### src/inc/ues_pkg.sv
package ues_pkg;

    // ----------------------------------------------------------------
    // register map
    // ----------------------------------------------------------------
    localparam int         ADDR_W     = 8;
    localparam int         DATA_W     = 32;
    localparam logic [7:0] ADDR_CSR   = 8'h00;
    localparam logic [7:0] ADDR_RESET = 8'h04;
    localparam logic [7:0] ADDR_FIFO  = 8'h08;
    localparam logic [7:0] ADDR_MASK  = 8'h0C;

    // ----------------------------------------------------------------
    // endpoint_control_status field positions
    // ----------------------------------------------------------------
    localparam int CSR_TXC    = 0;   // tx_complete, write one to clear
    localparam int CSR_HSENT  = 1;   // halt_handshake_sent, write one to clear
    localparam int CSR_PKTR   = 2;   // tx_packet_ready, bank-confirmed readback
    localparam int CSR_FHALT  = 3;   // force_halt_handshake
    localparam int CSR_PSTALL = 4;   // protocol stall, control endpoints only
    localparam int CSR_SETUP  = 5;   // setup received, write one to clear
    localparam int CSR_W      = 6;
    localparam int RST_BIT    = 0;   // endpoint reset trigger bit

    localparam logic [5:0]  MASK_RST  = 6'h00;
    localparam logic [5:0]  IRQ_BITS  = 6'h23;   // sticky bits that may interrupt
    localparam logic [25:0] CSR_PAD   = 26'h0000000;

    // ----------------------------------------------------------------
    // bank sizing and link encodings
    // ----------------------------------------------------------------
    localparam int BANK_DEPTH = 64;

    typedef enum logic [1:0] {TOK_OUT = 2'b00, TOK_IN = 2'b01, TOK_SETUP = 2'b10} ues_tok_t;
    typedef enum logic [1:0] {PID_ACK = 2'b00, PID_NAK = 2'b01, PID_STALL = 2'b10} ues_pid_t;
    typedef enum logic [1:0] {ST_IDLE = 2'b00, ST_SEND = 2'b01, ST_WAIT = 2'b10} ues_state_t;

endpackage

### src/inc/ues_bank_if.sv
`timescale 1ns/1ns
interface ues_bank_if;
    // requests from the endpoint controller
    logic       wr_en;
    logic [7:0] wr_data;
    logic       commit;
    logic       uncommit;
    logic       flush;
    logic       start;
    logic       rd_en;
    logic       rel;
    logic       abort;
    // answers from the bank store
    logic [7:0] rd_data;
    logic       rd_valid;
    logic       rd_last;
    logic       rd_more;
    logic       empty;
    logic       pr_flag;
    logic       send_ready;

    modport ctl  (output wr_en, wr_data, commit, uncommit, flush, start, rd_en, rel, abort,
                  input  rd_data, rd_valid, rd_last, rd_more, empty, pr_flag, send_ready);
    modport bank (input  wr_en, wr_data, commit, uncommit, flush, start, rd_en, rel, abort,
                  output rd_data, rd_valid, rd_last, rd_more, empty, pr_flag, send_ready);
endinterface

### src/core/ues_bank.sv
`timescale 1ns/1ns
module ues_bank
    import ues_pkg::*;
#(
    parameter int DEPTH = BANK_DEPTH,
    parameter bit DUAL  = 1'b0
)(
    // clock and reset
    input wire logic clk,
    input wire logic arst_n,
    // controller side
    ues_bank_if.bank bi
);

    localparam int AW = $clog2(DEPTH);

    logic [7:0]  mem [0:2*DEPTH-1];
    logic [AW:0] cnt [0:1];
    logic [1:0]  full;
    logic        fill_sel;
    logic        send_sel;
    logic        sending;
    logic [AW:0] rd_ptr;
    logic [7:0]  rd_data;
    logic        rd_valid;
    logic        rd_last;

    // ----------------------------------------------------------------
    // decode
    // ----------------------------------------------------------------
    wire         last_sel  = DUAL ? ~fill_sel : 1'b0;
    wire         wr_ok     = bi.wr_en && !full[fill_sel] && (cnt[fill_sel] < (AW+1)'(DEPTH));
    wire [AW:0]  rd_next   = rd_ptr + (AW+1)'(1);
    wire         rd_is_end = rd_next == cnt[send_sel];
    // the bank being sent may not be withdrawn, else the link would emit freed bytes
    wire         unc_ok    = bi.uncommit && full[last_sel] && !(sending && last_sel == send_sel);

    assign bi.rd_data    = rd_data;
    assign bi.rd_valid   = rd_valid;
    assign bi.rd_last    = rd_last;
    assign bi.rd_more    = sending && (rd_ptr < cnt[send_sel]);
    assign bi.empty      = cnt[send_sel] == '0;
    assign bi.pr_flag    = full[last_sel];
    assign bi.send_ready = full[send_sel];

    // ----------------------------------------------------------------
    // byte store, read data registered
    // ----------------------------------------------------------------
    always_ff @(posedge clk)
    begin
        if (wr_ok)
            mem[{fill_sel, cnt[fill_sel][AW-1:0]}] <= bi.wr_data;
        if (bi.rd_en)
            rd_data <= mem[{send_sel, rd_ptr[AW-1:0]}];
    end

    // ----------------------------------------------------------------
    // bank bookkeeping; flush drops pointers and ready marks
    // ----------------------------------------------------------------
    always_ff @(posedge clk or negedge arst_n)
    begin
        if (!arst_n)
        begin
            cnt[0] <= '0; cnt[1] <= '0; full <= 2'h0; fill_sel <= 1'b0;
            send_sel <= 1'b0; sending <= 1'b0; rd_ptr <= '0; rd_valid <= 1'b0; rd_last <= 1'b0;
        end
        else if (bi.flush)
        begin
            cnt[0] <= '0; cnt[1] <= '0; full <= 2'h0; fill_sel <= 1'b0;
            send_sel <= 1'b0; sending <= 1'b0; rd_ptr <= '0; rd_valid <= 1'b0; rd_last <= 1'b0;
        end
        else
        begin
            rd_valid <= bi.rd_en;
            rd_last  <= bi.rd_en && rd_is_end;
            if (wr_ok)
                cnt[fill_sel] <= cnt[fill_sel] + (AW+1)'(1);
            // packet-ready writes reach the readback only here, once the bank has taken the change; release and flush also clear it
            if (bi.commit && !full[fill_sel])
            begin
                full[fill_sel] <= 1'b1;
                fill_sel       <= DUAL ? ~fill_sel : fill_sel;
            end
            else if (unc_ok)
            begin
                full[last_sel] <= 1'b0;
                fill_sel       <= last_sel;
            end
            if (bi.start)
            begin
                sending <= 1'b1;
                rd_ptr  <= '0;
            end
            else if (bi.rd_en)
                rd_ptr <= rd_next;
            if (bi.rel)
            begin
                full[send_sel] <= 1'b0;
                cnt[send_sel]  <= '0;
                send_sel       <= DUAL ? ~send_sel : send_sel;
                sending        <= 1'b0;
            end
            else if (bi.abort)
                sending <= 1'b0;
        end
    end

    a_flush_clears: assert property (@(posedge clk) disable iff (!arst_n)
        bi.flush |=> !bi.pr_flag && !bi.send_ready && bi.empty)
        else $error("flush left a bank ready");

endmodule

### src/core/ues_endpoint.sv
`timescale 1ns/1ns
module ues_endpoint
    import ues_pkg::*;
#(
    parameter int DEPTH      = BANK_DEPTH,
    parameter bit DUAL_BANK  = 1'b0,
    parameter bit IS_CONTROL = 1'b1
)(
    // clock and reset
    input  wire logic              clk,
    input  wire logic              arst_n,
    // register port
    input  wire logic [ADDR_W-1:0] reg_addr,
    input  wire logic [DATA_W-1:0] reg_wdata,
    input  wire logic              reg_wr,
    input  wire logic              reg_rd,
    output logic      [DATA_W-1:0] reg_rdata,
    // interrupt
    output logic                   irq,
    // token and handshake link
    input  wire logic              tok_valid,
    input  wire ues_tok_t          tok_kind,
    input  wire logic              host_ack,
    output logic                   hs_valid,
    output ues_pid_t               hs_pid,
    // IN data stream
    output logic                   tx_valid,
    output logic      [7:0]        tx_data,
    output logic                   tx_last,
    output logic                   tx_zlp
);

    // ----------------------------------------------------------------
    // state
    // ----------------------------------------------------------------
    ues_bank_if bi ();

    ues_state_t  state;
    ues_state_t  next_state;
    logic        tx_complete;
    logic        halt_handshake_sent;
    logic        force_halt_handshake;
    logic        proto_stall;
    logic        setup_seen;
    logic [5:0]  mask;
    logic        commit_req;
    logic        uncommit_req;
    logic        flush_req;

    // ----------------------------------------------------------------
    // register decode
    // ----------------------------------------------------------------
    wire csr_wr   = reg_wr && reg_addr == ADDR_CSR;
    wire rst_wr   = reg_wr && reg_addr == ADDR_RESET;
    wire fifo_wr  = reg_wr && reg_addr == ADDR_FIFO;
    wire mask_wr  = reg_wr && reg_addr == ADDR_MASK;
    wire rd_csr   = reg_rd && reg_addr == ADDR_CSR;
    wire rd_mask  = reg_rd && reg_addr == ADDR_MASK;
    wire w_pktr   = reg_wdata[CSR_PKTR];

    // status view; packet ready comes from the bank, not from the last write
    wire [5:0] csr_view = {setup_seen, proto_stall, force_halt_handshake,
                           bi.pr_flag, halt_handshake_sent, tx_complete};

    wire [DATA_W-1:0] next_rdata = rd_csr  ? {CSR_PAD, csr_view} :
                                   rd_mask ? {CSR_PAD, mask}     : '0;

    // ----------------------------------------------------------------
    // token decode
    // ----------------------------------------------------------------
    wire idle_tok  = tok_valid && state == ST_IDLE;
    wire halted    = force_halt_handshake || proto_stall;
    wire tok_data  = tok_kind == TOK_IN || tok_kind == TOK_OUT;
    wire stall_evt = idle_tok && tok_data && halted;
    wire in_go     = idle_tok && tok_kind == TOK_IN && !halted && bi.send_ready;
    wire in_nak    = idle_tok && tok_kind == TOK_IN && !halted && !bi.send_ready;
    wire out_ack   = idle_tok && tok_kind == TOK_OUT && !halted;
    wire setup_evt = idle_tok && tok_kind == TOK_SETUP;
    wire ack_evt   = state == ST_WAIT && host_ack;
    wire wait_drop = state == ST_WAIT && !host_ack && tok_valid;
    wire send_done = state == ST_SEND && (bi.rd_last || bi.empty);

    // ----------------------------------------------------------------
    // bank requests
    // ----------------------------------------------------------------
    assign bi.wr_en    = fifo_wr;
    assign bi.wr_data  = reg_wdata[7:0];
    assign bi.commit   = commit_req;
    assign bi.uncommit = uncommit_req;
    assign bi.flush    = flush_req;
    assign bi.start    = in_go;
    assign bi.rd_en    = state == ST_SEND && bi.rd_more;
    assign bi.rel      = ack_evt;
    assign bi.abort    = wait_drop;

    ues_bank #(
        .DEPTH (DEPTH),
        .DUAL  (DUAL_BANK)
    ) u_bank (
        .clk    (clk),
        .arst_n (arst_n),
        .bi     (bi.bank)
    );

    // ----------------------------------------------------------------
    // transfer sequencer
    // ----------------------------------------------------------------
    always_comb
    begin
        next_state = state;
        case (state)
            ST_IDLE: if (in_go) next_state = ST_SEND;
            ST_SEND: if (send_done) next_state = ST_WAIT;
            // a fresh token without ACK means the host gave up; keep the bank for retry
            ST_WAIT: if (ack_evt || wait_drop) next_state = ST_IDLE;
            default: next_state = ST_IDLE;
        endcase
    end

    // sequencer register; endpoint reset also ends any transfer
    always_ff @(posedge clk or negedge arst_n)
    begin
        if (!arst_n)
            state <= ST_IDLE;
        else if (flush_req)
            state <= ST_IDLE;
        else
            state <= next_state;
    end

    // ----------------------------------------------------------------
    // sticky flags: set wins over a clearing write in the same cycle
    // ----------------------------------------------------------------
    always_ff @(posedge clk or negedge arst_n)
    begin
        if (!arst_n)
        begin
            tx_complete         <= 1'b0;
            halt_handshake_sent <= 1'b0;
            setup_seen          <= 1'b0;
        end
        else
        begin
            tx_complete         <= ack_evt
                                   || (tx_complete && !(csr_wr && reg_wdata[CSR_TXC]));
            halt_handshake_sent <= stall_evt
                                   || (halt_handshake_sent && !(csr_wr && reg_wdata[CSR_HSENT]));
            setup_seen          <= setup_evt
                                   || (setup_seen && !(csr_wr && reg_wdata[CSR_SETUP]));
        end
    end

    // ----------------------------------------------------------------
    // software controls
    // ----------------------------------------------------------------
    always_ff @(posedge clk or negedge arst_n)
    begin
        if (!arst_n)
        begin
            force_halt_handshake <= 1'b0;
            proto_stall          <= 1'b0;
            mask                 <= MASK_RST;
        end
        else
        begin
            if (csr_wr)
                force_halt_handshake <= reg_wdata[CSR_FHALT];
            // protocol stall is dropped by the next SETUP; ignored on non-control endpoints
            if (csr_wr && IS_CONTROL && reg_wdata[CSR_PSTALL])
                proto_stall <= 1'b1;
            else if (setup_evt || (csr_wr && !reg_wdata[CSR_PSTALL]))
                proto_stall <= 1'b0;
            if (mask_wr)
                mask <= reg_wdata[5:0];
        end
    end

    // packet ready and endpoint reset are handed to the bank one cycle later
    always_ff @(posedge clk or negedge arst_n)
    begin
        if (!arst_n)
        begin
            commit_req   <= 1'b0;
            uncommit_req <= 1'b0;
            flush_req    <= 1'b0;
        end
        else
        begin
            commit_req   <= csr_wr && w_pktr && !bi.pr_flag;
            uncommit_req <= csr_wr && !w_pktr && bi.pr_flag;
            flush_req    <= rst_wr && reg_wdata[RST_BIT];
        end
    end

    // ----------------------------------------------------------------
    // registered outputs
    // ----------------------------------------------------------------
    always_ff @(posedge clk or negedge arst_n)
    begin
        if (!arst_n)
        begin
            reg_rdata <= '0;
            irq       <= 1'b0;
            hs_valid  <= 1'b0;
            hs_pid    <= PID_ACK;
        end
        else
        begin
            reg_rdata <= next_rdata;
            irq       <= |(csr_view & mask & IRQ_BITS);
            hs_valid  <= stall_evt || in_nak || out_ack || setup_evt;
            hs_pid    <= stall_evt ? PID_STALL : (in_nak ? PID_NAK : PID_ACK);
        end
    end

    // data stream copies the bank read port; zero-length packets get a marker
    always_ff @(posedge clk or negedge arst_n)
    begin
        if (!arst_n)
        begin
            tx_valid <= 1'b0;
            tx_data  <= 8'h00;
            tx_last  <= 1'b0;
            tx_zlp   <= 1'b0;
        end
        else
        begin
            tx_valid <= bi.rd_valid;
            tx_data  <= bi.rd_data;
            tx_last  <= bi.rd_last;
            tx_zlp   <= state == ST_SEND && bi.empty;
        end
    end

    // ----------------------------------------------------------------
    // checks
    // ----------------------------------------------------------------
    a_halt_gives_stall: assert property (@(posedge clk) disable iff (!arst_n)
        (state == ST_IDLE && tok_valid && tok_data && force_halt_handshake)
        |=> hs_valid && hs_pid == PID_STALL)
        else $error("halted endpoint did not stall");

    a_stall_holds_halt: assert property (@(posedge clk) disable iff (!arst_n)
        (force_halt_handshake && !csr_wr) ##1 (state == ST_IDLE && tok_valid && tok_kind == TOK_IN)
        |=> hs_pid == PID_STALL && !tx_valid)
        else $error("token passed while halt held");

    a_proto_ctrl_only: assert property (@(posedge clk) disable iff (!arst_n)
        !IS_CONTROL |-> !proto_stall)
        else $error("protocol stall on non-control endpoint");

    a_setup_ends_pstall: assert property (@(posedge clk) disable iff (!arst_n)
        (setup_evt && !csr_wr) |=> !proto_stall && hs_pid == PID_ACK)
        else $error("setup did not end protocol stall");

    a_stall_sets_sent: assert property (@(posedge clk) disable iff (!arst_n)
        (hs_valid && hs_pid == PID_STALL) |-> halt_handshake_sent)
        else $error("stall sent without status");

    a_sent_keeps_irq: assert property (@(posedge clk) disable iff (!arst_n)
        (halt_handshake_sent && mask[CSR_HSENT]) [*2] |-> irq)
        else $error("stall status not interrupting");

    a_ack_sets_txc: assert property (@(posedge clk) disable iff (!arst_n)
        ack_evt |=> tx_complete && state == ST_IDLE)
        else $error("host ack did not set tx_complete");

    a_pr_set_lags: assert property (@(posedge clk) disable iff (!arst_n)
        (csr_wr && w_pktr && !bi.pr_flag && state == ST_IDLE && !flush_req && !fifo_wr && !rst_wr)
        |=> !bi.pr_flag)
        else $error("packet ready changed before bank took it");

    a_pr_clear_done: assert property (@(posedge clk) disable iff (!arst_n)
        (csr_wr && !w_pktr && bi.pr_flag && state == ST_IDLE) ##1 (state == ST_IDLE)
        |=> !bi.pr_flag)
        else $error("idle bank not withdrawn");

    a_reset_flushes: assert property (@(posedge clk) disable iff (!arst_n)
        (rst_wr && reg_wdata[RST_BIT]) |-> ##2 (state == ST_IDLE && !bi.pr_flag))
        else $error("endpoint reset kept data");

    c_stall_sent: cover property (@(posedge clk) disable iff (!arst_n)
        hs_valid && hs_pid == PID_STALL);
    c_in_acked: cover property (@(posedge clk) disable iff (!arst_n)
        tx_last ##[1:20] ack_evt);
    c_cancel: cover property (@(posedge clk) disable iff (!arst_n)
        uncommit_req && bi.pr_flag ##[1:20] flush_req);

endmodule

### config.mk
export PLATFORM = sky130hd
export DESIGN_NAME = ues_endpoint
export DESIGN_NICKNAME = d
export VERILOG_FILES = /design/src/inc/ues_pkg.sv /design/src/inc/ues_bank_if.sv /design/src/core/ues_bank.sv /design/src/core/ues_endpoint.sv
export SDC_FILE = /design/constraint.sdc
export NUM_CORES = 1
export LEC_CHECK = 0
export BUFFER_PORTS_ARGS = -buffer_cell sky130_fd_sc_hd__buf_2
export CAP_MARGIN = 20
export CORE_UTILIZATION = 35
export CTS_CLUSTER_SIZE = 25
export DETAILED_ROUTE_END_ITERATION = 8
export HOLD_SLACK_MARGIN = 0.05
export PLACE_DENSITY_LB_ADDON = 0.12
export SYNTH_ARGS = -nofsm -noshare
export SYNTH_HDL_FRONTEND = slang
export SYNTH_HIERARCHICAL = 1
export SYNTH_SLANG_ARGS = --single-unit
### constraint.sdc
create_clock -name clk -period 3.34 [get_ports clk]
set_input_delay 0.334 -clock clk [delete_from_list [all_inputs] [get_ports clk]]
set_output_delay 0.334 -clock clk [all_outputs]
set_load 0.01 [all_outputs]
; After elaboration in Yosys (flattened, before gate mapping)
; Memories as Yosys holds them, arrays and structs flattened. A register that Yosys moved wholly into a read port is not among the register bits.
; Cells that the tools add are included.
[classes]
add_sub_neg = 2
bitwise = 3
n_reduce_logical = 78
shifts = 0
mux = 42
mul = 0
magnitude_cmp = 6
div = 0
n_eq_ne = 12
[op_table]
columns = op, count
row1 = $mux W7, 7
row2 = $logic_and A1 B1 Y1, 44
row3 = $mux W14, 3
row4 = $mux W1, 19
row5 = $eq A8 B4 Y1 const B, 2
row6 = $add A7 B1 Y7 const B, 2
row7 = $bwmux W14, 1
row8 = $mux W2, 7
row9 = $mux W6, 2
row10 = $logic_or A1 B1 Y1, 11
row11 = $logic_not A1 Y1, 10
row12 = $eq A8 B3 Y1 const B, 1
row13 = $logic_not A8 Y1, 1
row14 = $reduce_bool A4 Y1, 2
row15 = $demux W7 S1, 1
row16 = $eq A7 B7 Y1, 1
row17 = $logic_not A7 Y1, 1
row18 = $lt A7 B7 Y1, 1
row19 = $lt A7 B7 Y1 const B, 1
row20 = $and A6 B6 Y6, 1
row21 = $ne A3 B3 Y1 const B, 2
row22 = $pmux W2 S3, 1
row23 = $reduce_bool A3 Y1, 2
row24 = $eq A2 B1 Y1 const B, 2
row25 = other kinds (15), 18
[word_totals]
latchBits = 0
n_memories = 1
word_cells = 171
romBits = 0
mem_bits_rw = 1024
reg_bits = 64
in_bits = 48
[memory_table]
columns = name, words, width, read_ports, rd_clocked_by_memory_dff, write_ports, line_no
row1 = u_bank.mem, 128, 8, 1, 1, 1, ues_bank.sv:17  ; logic [7:0] mem [0:2*DEPTH-1];

; Depth between registers and ports, before layout
; Gate-level depths: netlist (run 1).
[depth]
depth_word = 9
depth_mapped = 17

; By module
; The synthesis (run 1) kept the hierarchy.
[modules_own_cells]
columns = mod, area_each_um2, seq_area_each_um2, cells_each, instances
row1 = ues_bank, 21364.2, 16065.4, 1091, 1
row2 = ues_endpoint, 1620.3, 925.9, 134, 1

; Worst setup path after synthesis (run 1)
; Ideal clock, no wire load.
[synth_timing]
path_type = flip-flop to flip-flop
start = register u_bank/cnt[8] (netlist bit)
end = register u_bank.rd_last (netlist: u_bank/bi.rd_last)
setup_slack_ps = -221
t_required_ps = 3254
path_stages_with_launch = 16
period_less_slack_ps = 3561
t_arrival_ps = 3474
path_cell_list = dfrtp_1 clkbuf_1 inv_1 ha_1 nor2b_1 o21a_1 o21a_1 o21ai_0 a21oi_1 a2111oi_0 and3b_1 clkbuf_1 nor2b_1 nand2_1 or4_1 nor3_1
[synth_via]
elab_chain_len = 5
elab_cells_between_ends = 6
cone_classes = order compare: 1 / eq/ne: 1 / mux: 1 / reduce/logical: 3
[synth_rtl]
columns = element, line_no
row1 = "start, declared", ues_bank.sv:18  ; logic [AW:0] cnt [0:1];
row2 = "start signal, assigned by index", ues_bank.sv:77  ; cnt[fill_sel] <= cnt[fill_sel] + (AW+1)'(1);
row3 = $lt A7 B7 Y1, ues_bank.sv:41  ; assign bi.rd_more = sending && (rd_ptr < cnt[send_sel]);
row4 = $logic_and A1 B1 Y1, ues_bank.sv:41
row5 = named net bi.rd_more, ues_bank_if.sv:17  ; logic rd_more;
row6 = $logic_and A1 B1 Y1, ues_endpoint.sv:92  ; assign bi.rd_en = state == ST_SEND && bi.rd_more;
row7 = named net bi.rd_en, ues_bank_if.sv:10  ; logic rd_en;
row8 = $logic_and A1 B1 Y1, ues_bank.sv:75  ; rd_last <= bi.rd_en && rd_is_end;
row9 = $mux W1, ues_bank.sv:67  ; else if (bi.flush)
row10 = "end signal, assigned", ues_bank.sv:75
row11 = "end, declared", ues_bank.sv:26  ; logic rd_last;
; The timed path passes the listed nets, and every way through them passes these cells.
; A chain may end at the register's enable or synchronous reset.

; Worst setup path after layout (run 1)
[layout_timing]
start = register u_bank.rd_ptr[1]
end = register u_bank.rd_last (netlist: u_bank/bi.rd_last)
[layout_via]
elab_chain_len = 5
elab_cells_between_ends = 7
cone_classes = add/sub: 1 / order compare: 1 / eq/ne: 1 / mux: 1 / reduce/logical: 3
[layout_rtl]
columns = element, line_no
row1 = "start, declared", ues_bank.sv:23  ; logic [AW:0] rd_ptr;
row2 = "start signal, assigned", ues_bank.sv:95  ; rd_ptr <= rd_next;
row3 = $lt A7 B7 Y1, ues_bank.sv:41
row4 = $logic_and A1 B1 Y1, ues_bank.sv:41
row5 = named net bi.rd_more, ues_bank_if.sv:17
row6 = $logic_and A1 B1 Y1, ues_endpoint.sv:92
row7 = named net bi.rd_en, ues_bank_if.sv:10
row8 = $logic_and A1 B1 Y1, ues_bank.sv:75
row9 = $mux W1, ues_bank.sv:67
; The timed path passes the listed nets, and every way through them passes these cells.

==> metrics, run 1 <==
worst hold start=reg_rd; Buffers on Ports=44; mean routed wirelength per cell=23.9 µm; DR vias=11,600; WP data arrival=3.62 ns; Avg Cell Area, Syn=18.8 µm²; Die W=258 µm; CTS tree=done; Synth Flop Type=edfxtp_1; RSZ-0062 raised after global routing=no; synthesized cell area=23,000 µm²; outcome=completed; Pre-antenna DRT Iters=5; Critical R2R Launch=u_bank/rd_ptr[1]; largest net degree at the start of global routing=124; io pins=95; Worst R2R Setup Slack=0.25 ns; Worst-path clk slew=0.06 ns; top-area cell type share of the netlist area=67.9%; crit-path max cell delay=0.50 ns; critical path type=reg -> reg; Synth Instances=1,225; Core Rows=93; DR iter-0 viols=763; count of final setup violators=0; Worst Hold Path Cells=3; reg2reg end=u_bank/bi.rd_last; Syn. warnings=6; DRC Markers=0; Worst setup EP type=flop; Max Cap Viol=0; Routed WL=55.1 mm; EDFF count, synth=520; Peak VDD IR=0.595 mV; clk_lat worst skew=0.61 ns; Vias/cell=5.02; P per Cell Area=751 nW/µm²; Slew Limit Fails=0; final hold violation count=0; pre-CTS setup slack=0.101 ns; Longest Clk Path Bufs=3; Worst R2R Path Depth=12; Fillers=5,847; final worst slack=0.245 ns; fmax=323 MHz; critical-path maximum fanout=3; Synth async-reset ratio=9.57%; Num Clock Sinks=575; H-tree depth=2; first-pass GRT wire length=81.8 mm; Die Ht=258 µm; Core Box Area=64,700 µm²; vias in the first global route=11,800; P_leak=9.08 nW; actual slew at the worst max-slew pin=1.00 ns; proportion of layout cells with a drive suffix above 1=26.3%; Root Driver=clkbuf_16; Period Utilization, post-route=92.7%; Area Growth Syn to Fin=16.3%; unique cell type count in the Yosys netlist=56; antenna violations before repair=1; leading area contributor after synthesis=edfxtp_1; Slew headroom=33.1%; Hold Crit Class=in -> reg; Post-CTS Setup Bufs=0; Final GP Congestion=0.774; critical path launch point type=flop; grt ovf=0; Seq/Total Area, Yosys=73.9%; dpl hpwl=33.9 mm; antenna-violating nets left=0; total CTS buffers=60; critical path's slowest cell=dfrtp_4; minimum clock period=3.09 ns; number of synthesized register bits=575; top post-synthesis cells by area=edfxtp_1 68%, mux4_2 10%, dfrtp_1 6.0%; final setup TNS=0 ns; Total GRT Usage=16.9%; worst path cell trace=ha_1 > nor2b_1 > o21a_1 > o21a_1 > o21ai_0 > a21oi_1 > a2111oi_2 > and3b_2 > nor2b_1 > nand2_1 > or4_1 > nor3_1; hold endpoint=reg_rdata[0]; Starting Density=35.5%; Die ar.=66,700 µm²; layout net count=1,459; Setup Skew=0.0112 ns; Crit path required time=3.86 ns
area by class of cell:
cell class,instances,area [µm²],area share [%]
sequential,575,17000,63.6
multi-input combinational,572,5490,20.5
clock buffer,73,1570,5.88
timing repair buffer,176,1280,4.81
tap,855,1070,4.00
clock inverter,33,262,0.978
inverter,16,60.1,0.225
antenna,1,2.50,0.00936
critical path, delay by kind of cell (launching register included):
| family | cells | cell delay [ns] |
|---|---|---|
| compound gates | 5 | 0.94 |
| simple gates | 6 | 1.30 |
| flops | 1 | 0.50 |
| fa+ha+maj | 1 | 0.27 |
report_power, final:
group	leakage [nW]	internal [mW]	switching [mW]
combinational	2.83	2.39	3.11
clock	0.888	3.62	2.69
sequential	5.36	8.11	0.166
synthesized netlist by cell type (3+ instances only):
master / instances
nor2_1: 96
nand2_1: 27
nor2b_1: 12
o21ai_0: 8
nor3b_1: 5
nand2b_1: 3
or2_2: 3
and2_1: 4
inv_1: 14
edfxtp_1: 520
buf_4: 29
a21oi_1: 22
a211oi_1: 7
o22ai_1: 7
clkbuf_1: 19
nand4_1: 4
nor3_1: 9
buf_2: 31
and3_1: 3
ha_1: 10
xor2_1: 5
mux4_2: 106
mux2i_1: 71
a211o_1: 6
mux4_1: 4
buf_6: 5
and3b_1: 3
nand3_1: 43
xnor2_1: 13
dfrtp_1: 55
mux2_2: 8
a22oi_1: 36
timing repair:
item                                    CTS  global route
resized for setup                         0             3
hold endpoints to repair                 43             0
endpoints found under the setup margin    0             3
hold buffers                              8             0
logic make-up after synthesis:
| logic type | share of synthesized area, % |
|---|---|
| XOR/XNOR | 0.686 |
| AND/OR/NAND/NOR | 4.89 |
| AO/OA/AOI/OAI | 2.98 |
| buffers and inverters | 2.63 |
| flip-flops | 73.9 |
| other | 0.0163 |
| adder cells (fa/ha/maj) | 0.544 |
| multiplexers | 14.3 |
worst max-delay path by stage:
stage,startpoint,to,slack (ns),cells after the start
after floorplan,u_bank/rd_ptr[0],u_bank/bi.rd_last,0.04,17
after detailed placement,u_bank/rd_ptr[1],u_bank/rd_ptr[5],0.10,12
after CTS,u_bank/rd_ptr[1],u_bank/rd_ptr[5],0.06,12
final,u_bank/rd_ptr[1],u_bank/bi.rd_last,0.25,12
after global placement,u_bank/rd_ptr[1],u_bank/bi.rd_last,0.24,12
after global routing,u_bank/rd_ptr[1],u_bank/bi.rd_last,0.04,12
sequential cells by signal, indices dropped and copies added, names as in the netlist, 2 cells and up:
name / flops
reg_rdata: 6
u_bank/mem: 512
state: 2
tx_data: 8
u_bank/rd_ptr: 7
u_bank/cnt: 7
mask: 6
u_bank/bi.rd_data: 8
hs_pid: 2
layout by cell type (no fill, tap or decap), types with 5 or more instances in the layout:
cell type and instances:
buf_2 44, clkbuf_1 12, o22ai_1 7, ha_1 10
nor3_1 9, dlygate4sd3_1 8, a21oi_1 22, xnor2_1 13
clkbuf_16 61, nor2b_1 12, clkinv_1 16, clkinv_2 10
inv_1 14, o21ai_0 8, dfrtp_1 51, a22oi_1 36
mux2i_1 71, a211oi_1 7, edfxtp_1 520, mux4_2 106
nand3_1 43, conb_1 26, xor2_1 5, buf_4 119
nor2_1 96, nand2_1 27, nor3b_1 5, a211o_1 6
mux2_2 8
routing by layer:
metal  global-route usage, %  part of all wire, %  vias to the layer above
met5                       0                    0                        -
li1                        -                    -                     5203
met4                    4.60                  2.3                        0
met3                    2.64                  3.9                       76
met1                    24.5                   48                     6044
met2                    26.4                   46                      234
metrics by stage:
stage / util (%) / area [µm²] / power, mW / std cells / hold slack (ns)
6_report: 41.3 / 26700 / 20.1 / 2301 / 0.0928
5_1_grt: 41.3 / 26700 / 21.0 / 2300 / 0.0930
4_1_cts: 41.3 / 26700 / 20.4 / 2299 / 0.0526
3_5_place_dp: 38.3 / 24800 / 14.0 / 2185 / 0.338
3_3_place_gp: 38.3 / 24800 / 14.0 / 2185 / 0.334
2_1_floorplan: - / 23100 / 12.1 / 1250 / 0.0384
No activity file was read; power rests on OpenSTA's default activity.
==> run 2: changes to the inputs <==
--- a/config.mk
+++ b/config.mk
@@ -11,7 +11,7 @@
 export CTS_CLUSTER_SIZE = 25
 export DETAILED_ROUTE_END_ITERATION = 8
 export HOLD_SLACK_MARGIN = 0.05
-export PLACE_DENSITY_LB_ADDON = 0.12
+export SLEW_MARGIN = 20
 export SYNTH_ARGS = -nofsm -noshare
 export SYNTH_HDL_FRONTEND = slang
 export SYNTH_HIERARCHICAL = 1
==> run 2 against run 1 <==
Sequential power about the same. Via count up 1.2%. Non-clock buffer count down 6. Fmax about the same. Combinational power down 3%. Critical path depth unchanged. Die area unchanged. Clock skew up 0.022 ns. Largest power group unchanged. Critical path type unchanged.
==> metrics, run 2 (synthesis results as in run 1) <==
Worst-path clk slew=0.06 ns (about the same); minimum clock period=3.09 ns (+0.000285 ns); Fillers=5,702 (-2.5%); critical-path maximum fanout=2 (-1); Tot Pwr=20.1 mW (+0.11%); dpl hpwl=31.3 mm (-7.8%); Routed WL=51.2 mm (-7.1%); layout net count=1,451 (-0.55%); grt ovf=0 (unchanged); Total GRT Usage=15.5% (-1.4 points); wire length on met3=2.85 mm (+32%); Setup Skew=0.0330 ns (+0.0218 ns); WP data arrival=3.61 ns (about the same); Area Growth Syn to Fin=16.5%; total CTS buffers=58 (-3.3%); io pins=95 (unchanged); Crit path required time=3.85 ns (about the same); DRC Markers=0 (unchanged); Die Ht=258 µm (unchanged); Die ar.=66,700 µm² (unchanged); Die W=258 µm (unchanged); Register Area=17,000 µm² (unchanged); worst hold slack=0.0919 ns (-0.000896 ns); count of final setup violators=0 (unchanged); Final Util=41.4% (+0.064 points); mean routed wirelength per cell=22.3 µm (-6.9%); Slew headroom=33.3% (+0.17 points); Period Utilization, post-route=92.7% (about the same); RSZ-0062 raised after global routing=no; Pre-antenna DRT Iters=5 (unchanged); DR vias=11,700 (+1.2%); DRT met1 WL=22.9 mm (-13%); met2 routed WL=24.3 mm (-4.8%); Hold Crit Class=in -> reg; Max Cap Viol=0 (unchanged); Vias/cell=5.09 (+1.3%); Worst setup EP type=flop; actual slew at the worst max-slew pin=1.00 ns (-0.00258 ns); largest net degree at the start of global routing=161 (+30%); Multi-input gate area=5490 µm² (unchanged); DR iter-0 viols=1,014 (+33%); critical path launch point type=flop; Root Driver=clkbuf_16; critical path type=reg -> reg; CTS tree=done; Longest Clk Path Bufs=3 (unchanged); P per Cell Area=751 nW/µm² (about the same); P_leak=9.12 nW (+0.54%); Num Clock Sinks=575 (unchanged); commonest non-fill, non-tap cell in the layout=edfxtp_1; Starting Density=35.5% (unchanged); max reg flops=512 (unchanged); post-placement cell count=2,180 (-0.23%); Finished Layout Cells=2,297 (-0.17%); Core Box Area=64,700 µm² (unchanged); Top Layer Used=met5; Buffers on Ports=44 (unchanged); fmax=323 MHz (about the same); antenna violations before repair=2 (+1); most frequent cells in the layout=520 x edfxtp_1, 116 x buf_4, 106 x mux4_2; Slew Limit Fails=0 (unchanged); Core Rows=93 (unchanged); final hold violation count=0 (unchanged); final setup TNS=0 ns (unchanged); proportion of layout cells with a drive suffix above 1=26.7% (+0.40 points); Peak VDD IR=0.694 mV (+17%); first-pass GRT wire length=76.5 mm (-6.5%); H-tree depth=2 (unchanged); outcome=completed; clk_lat worst skew=0.62 ns (about the same); antenna-violating nets left=0 (unchanged); n_diodes=0 (-1); vias in the first global route=11,800 (-0.53%); Final GP Congestion=0.808 (+4.4%)
[run 2: where the power goes]
part | switching, mW | internal, mW | leakage, nW
registers | 0.150 | 8.11 | 5.36
logic | 2.99 | 2.31 | 2.80
clock network | 2.67 | 3.87 | 0.963
total | 5.82 | 14.3 | 9.12
[run 2: worst paths after layout]
kind / start / endpoint / slack [ns] / depth (start not counted)
max: u_bank/rd_ptr[1] / u_bank/bi.rd_last / 0.25 / 12
min: tok_kind[1] / hs_pid[1] / 0.09 / 3
max reg2reg: u_bank/rd_ptr[1] / u_bank/bi.rd_last / 0.25 / 12
min reg2reg: u_bank/bi.rd_valid / tx_valid / 0.36 / 0
max in group asynchronous: arst_n / hs_pid[0] / 2.18 / 3
min in group asynchronous: arst_n / mask[4] / 0.35 / 2
[run 2: timing repair]
action | 4_1_cts | 5_1_grt
resized for setup | 0 | 2
buffers inserted | 0 | 0
setup endpoints to repair | 0 | 2
hold buffers | 7 | 0
endpoints found under the hold margin | 36 | 0
[run 2: cell type report]
cell class	count	share of cell area (%)
repair buffers	170	4.59
clock buffers	70	5.87
clock inverters	39	1.35
well taps	855	3.99
multi-input cells	572	20.5
flip-flops and latches	575	63.5
inverters	16	0.224
[run 2: through the flow]
step                instance area, µm²  worst slack (ns)
floorplan                        23100            0.0398
global placement                 24700             0.280
detailed placement               24700             0.159
CTS                              26700             0.123
global route                     26800            0.0802
finish                           26800             0.245
[run 2: worst max-delay path, stage by stage (launching register included)]
cell and delay (ns):
dfrtp_4 0.49, ha_1 0.27, nor2b_1 0.12, o21a_1 0.16
o21a_1 0.16, o21ai_0 0.15, a21oi_1 0.11, a2111oi_2 0.31
and3b_2 0.25, nor2b_1 0.20, nand2_1 0.07, or4_1 0.50
nor3_1 0.20
[run 2: routing by layer]
layer	up-vias	global-route usage [%]
li1	5188	-
met1	6058	22.2
met2	359	24.5
met3	84	2.35
met4	2	4.57
met5	-	0
==> run 3: changes to the inputs <==
--- a/config.mk
+++ b/config.mk
@@ -7,6 +7,7 @@
 export LEC_CHECK = 0
 export BUFFER_PORTS_ARGS = -buffer_cell sky130_fd_sc_hd__buf_2
 export CAP_MARGIN = 20
+export CORE_MARGIN = 2
 export CORE_UTILIZATION = 35
 export CTS_CLUSTER_SIZE = 25
 export DETAILED_ROUTE_END_ITERATION = 8
==> run 3 against run 2 <==
Total power shrank 0.57%. Fmax grew 1.9%. Die area grew 1.6%. Clock power is essentially flat. Clock-buffer cell count grew 4. Via count grew 0.37%. Critical endpoint unchanged. Wire length shrank 0.66%. Non-clock buffer count shrank 11. Critical path depth is the same. Utilization shrank 0.15 points.
==> metrics, run 3 (synthesis results as in run 1) <==
fmax=329 MHz (+1.9%); Pre-antenna DRT Iters=8 (+3); Die ar.=67,700 µm² (+1.6%); worst hold slack=0.116 ns (+0.0242 ns); RSZ-0062 raised after global routing=no; Worst-path clk slew=0.06 ns (about the same); largest net degree at the start of global routing=131 (-19%); final setup TNS=0 ns (unchanged); Die Ht=260 µm (+0.77%); Die W=260 µm (+0.77%); Slew headroom=37.0% (+3.8 points); Final GP Congestion=0.812 (+0.54%); antenna violations before repair=0 (-2); Slew Limit Fails=0 (unchanged); grt ovf=0 (unchanged); critical path type=reg -> reg; Crit path required time=3.88 ns (+0.03 ns); CP delay by family, top=simple AND/OR/NAND/NOR gates; Worst setup EP type=flop; Peak VDD IR=0.568 mV (-18%); Root Driver=clkbuf_16; critical-path maximum fanout=2 (unchanged); most frequent cells in the layout=520 x edfxtp_1, 107 x buf_4, 106 x mux4_2; clk_lat worst skew=0.63 ns (about the same); P per Cell Area=749 nW/µm² (-0.21%); layout net count=1,441 (-0.69%); final hold violation count=0 (unchanged); critical path launch point type=flop; count of final setup violators=0 (unchanged); Buffers on Ports=44 (unchanged); critical path's slowest cell=or4_1; actual slew at the worst max-slew pin=0.945 ns (-0.0565 ns); DRC Markers=0 (unchanged); DR iter-0 viols=1,002 (-1.2%); io pins=95 (unchanged); Vias/cell=5.13 (+0.72%); Total GRT Usage=15.2% (-0.24 points); Core Box Area=64,700 µm² (unchanged); H-tree depth=2 (unchanged); Num Clock Sinks=575 (unchanged); Longest Clk Path Bufs=3 (unchanged); max reg flops=512 (unchanged); Core Rows=93 (unchanged); proportion of layout cells with a drive suffix above 1=25.4% (-1.3 points); Hold Crit Class=in -> reg; Setup Skew=0.0295 ns (-0.00354 ns); minimum clock period=3.04 ns (-0.0586 ns); Period Utilization, post-route=90.9% (-1.8 points); Tot Pwr=20.0 mW (-0.57%); crit-path max cell delay=0.50 ns (about the same); worst path cell trace=ha_1 > nor2b_1 > o21a_1 > o21a_1 > o21ai_0 > a21oi_1 > a2111oi_2 > and3b_2 > nor2b_1 > nand2_1 > or4_1 > nor3_1; total CTS buffers=59 (+1.7%); WP data arrival=3.57 ns (-0.04 ns); P_leak=9.03 nW (-1.1%); Routed WL=50.9 mm (-0.66%); DR vias=11,700 (+0.37%); first-pass GRT wire length=76.2 mm (-0.33%); dpl hpwl=31.5 mm (+0.67%); Area Growth Syn to Fin=16.1%; Placed Area=24,700 µm² (-0.33%); mean routed wirelength per cell=22.2 µm (-0.31%); Final Util=41.2% (-0.15 points); Max Cap Viol=0 (unchanged); outcome=completed; WP buf/inv=0 (unchanged); Design Area, Final=26,700 µm² (-0.36%); antenna-violating nets left=0 (unchanged); commonest non-fill, non-tap cell in the layout=edfxtp_1; vias in the first global route=11,800 (+0.59%); CTS tree=done; Starting Density=35.5% (unchanged)
[run 3: cell types whose count changed in the layout (fill, tap and decap cells not counted), moves of 2 or more]
cell,delta
clkinv_1,+4
buf_2,-2
clkbuf_8,-2
clkinvlp_4,+2
clkinv_2,-10
clkbuf_1,+7
buf_4,-9
[run 3: cell type report]
type / instances / area [µm²]
diodes: 1 / 2.50
multi-input cells: 572 / 5490
flip-flops and latches: 575 / 17000
repair buffers: 159 / 1130
well taps: 855 / 1070
inverters: 16 / 60.1
clock inverters: 37 / 365
clock buffers: 74 / 1560
fillers: 5777 / 38000
[run 3: metal layers]
metal | part of all wire, % | wire [µm] | track usage [%] | vias up
met1 | 46 | 23400 | 21.7 | 6163
met5 | 0 | 0 | 0 | -
met3 | 4.9 | 2480 | 2.14 | 69
met2 | 47 | 23700 | 24.1 | 323
li1 | - | - | - | 5179
met4 | 2.6 | 1330 | 5.17 | 0
[run 3: report_power, final]
part	total, mW	switching, mW	internal (mW)	leakage, nW
Clock	6.53	2.68	3.85	0.931
Combinational	5.21	2.95	2.26	2.74
Sequential	8.25	0.147	8.11	5.36
Total	20.0	5.78	14.2	9.03
[run 3: through the flow]
stage | setup WS (ns) | instances
floorplan | 0.0398 | 1250
global placement | 0.222 | 2169
detailed placement | 0.207 | 2169
CTS | 0.164 | 2288
global route | 0.0104 | 2288
finish | 0.304 | 2289
[run 3: worst register-to-register path: stages, from the launching register on]
cell and delay, ns:
dfrtp_4 0.49, ha_1 0.27, nor2b_1 0.14, o21a_1 0.16, o21a_1 0.15, o21ai_0 0.17, a21oi_1 0.11, a2111oi_2 0.28
and3b_2 0.24, nor2b_1 0.18, nand2_1 0.08, or4_1 0.50, nor3_1 0.20
[run 3: worst paths after layout]
check / slack [ns] / from / to / cells after the start
min in group asynchronous: 0.27 / arst_n / tx_data[6] / 2
max reg2reg: 0.30 / u_bank/rd_ptr[1] / u_bank/bi.rd_last / 12
max in group asynchronous: 2.49 / arst_n / bi.flush / 3
min reg2reg: 0.35 / u_bank/bi.rd_valid / tx_valid / 0
max: 0.30 / u_bank/rd_ptr[1] / u_bank/bi.rd_last / 12
min: 0.12 / reg_rd / reg_rdata[5] / 3
[run 3: repair_timing]
action / 4_1_cts / 5_1_grt
hold endpoints to repair: 53 / 0
hold buffers: 8 / 0
buffers inserted: 0 / 0
resized for setup: 0 / 2
setup endpoints to repair: 0 / 2
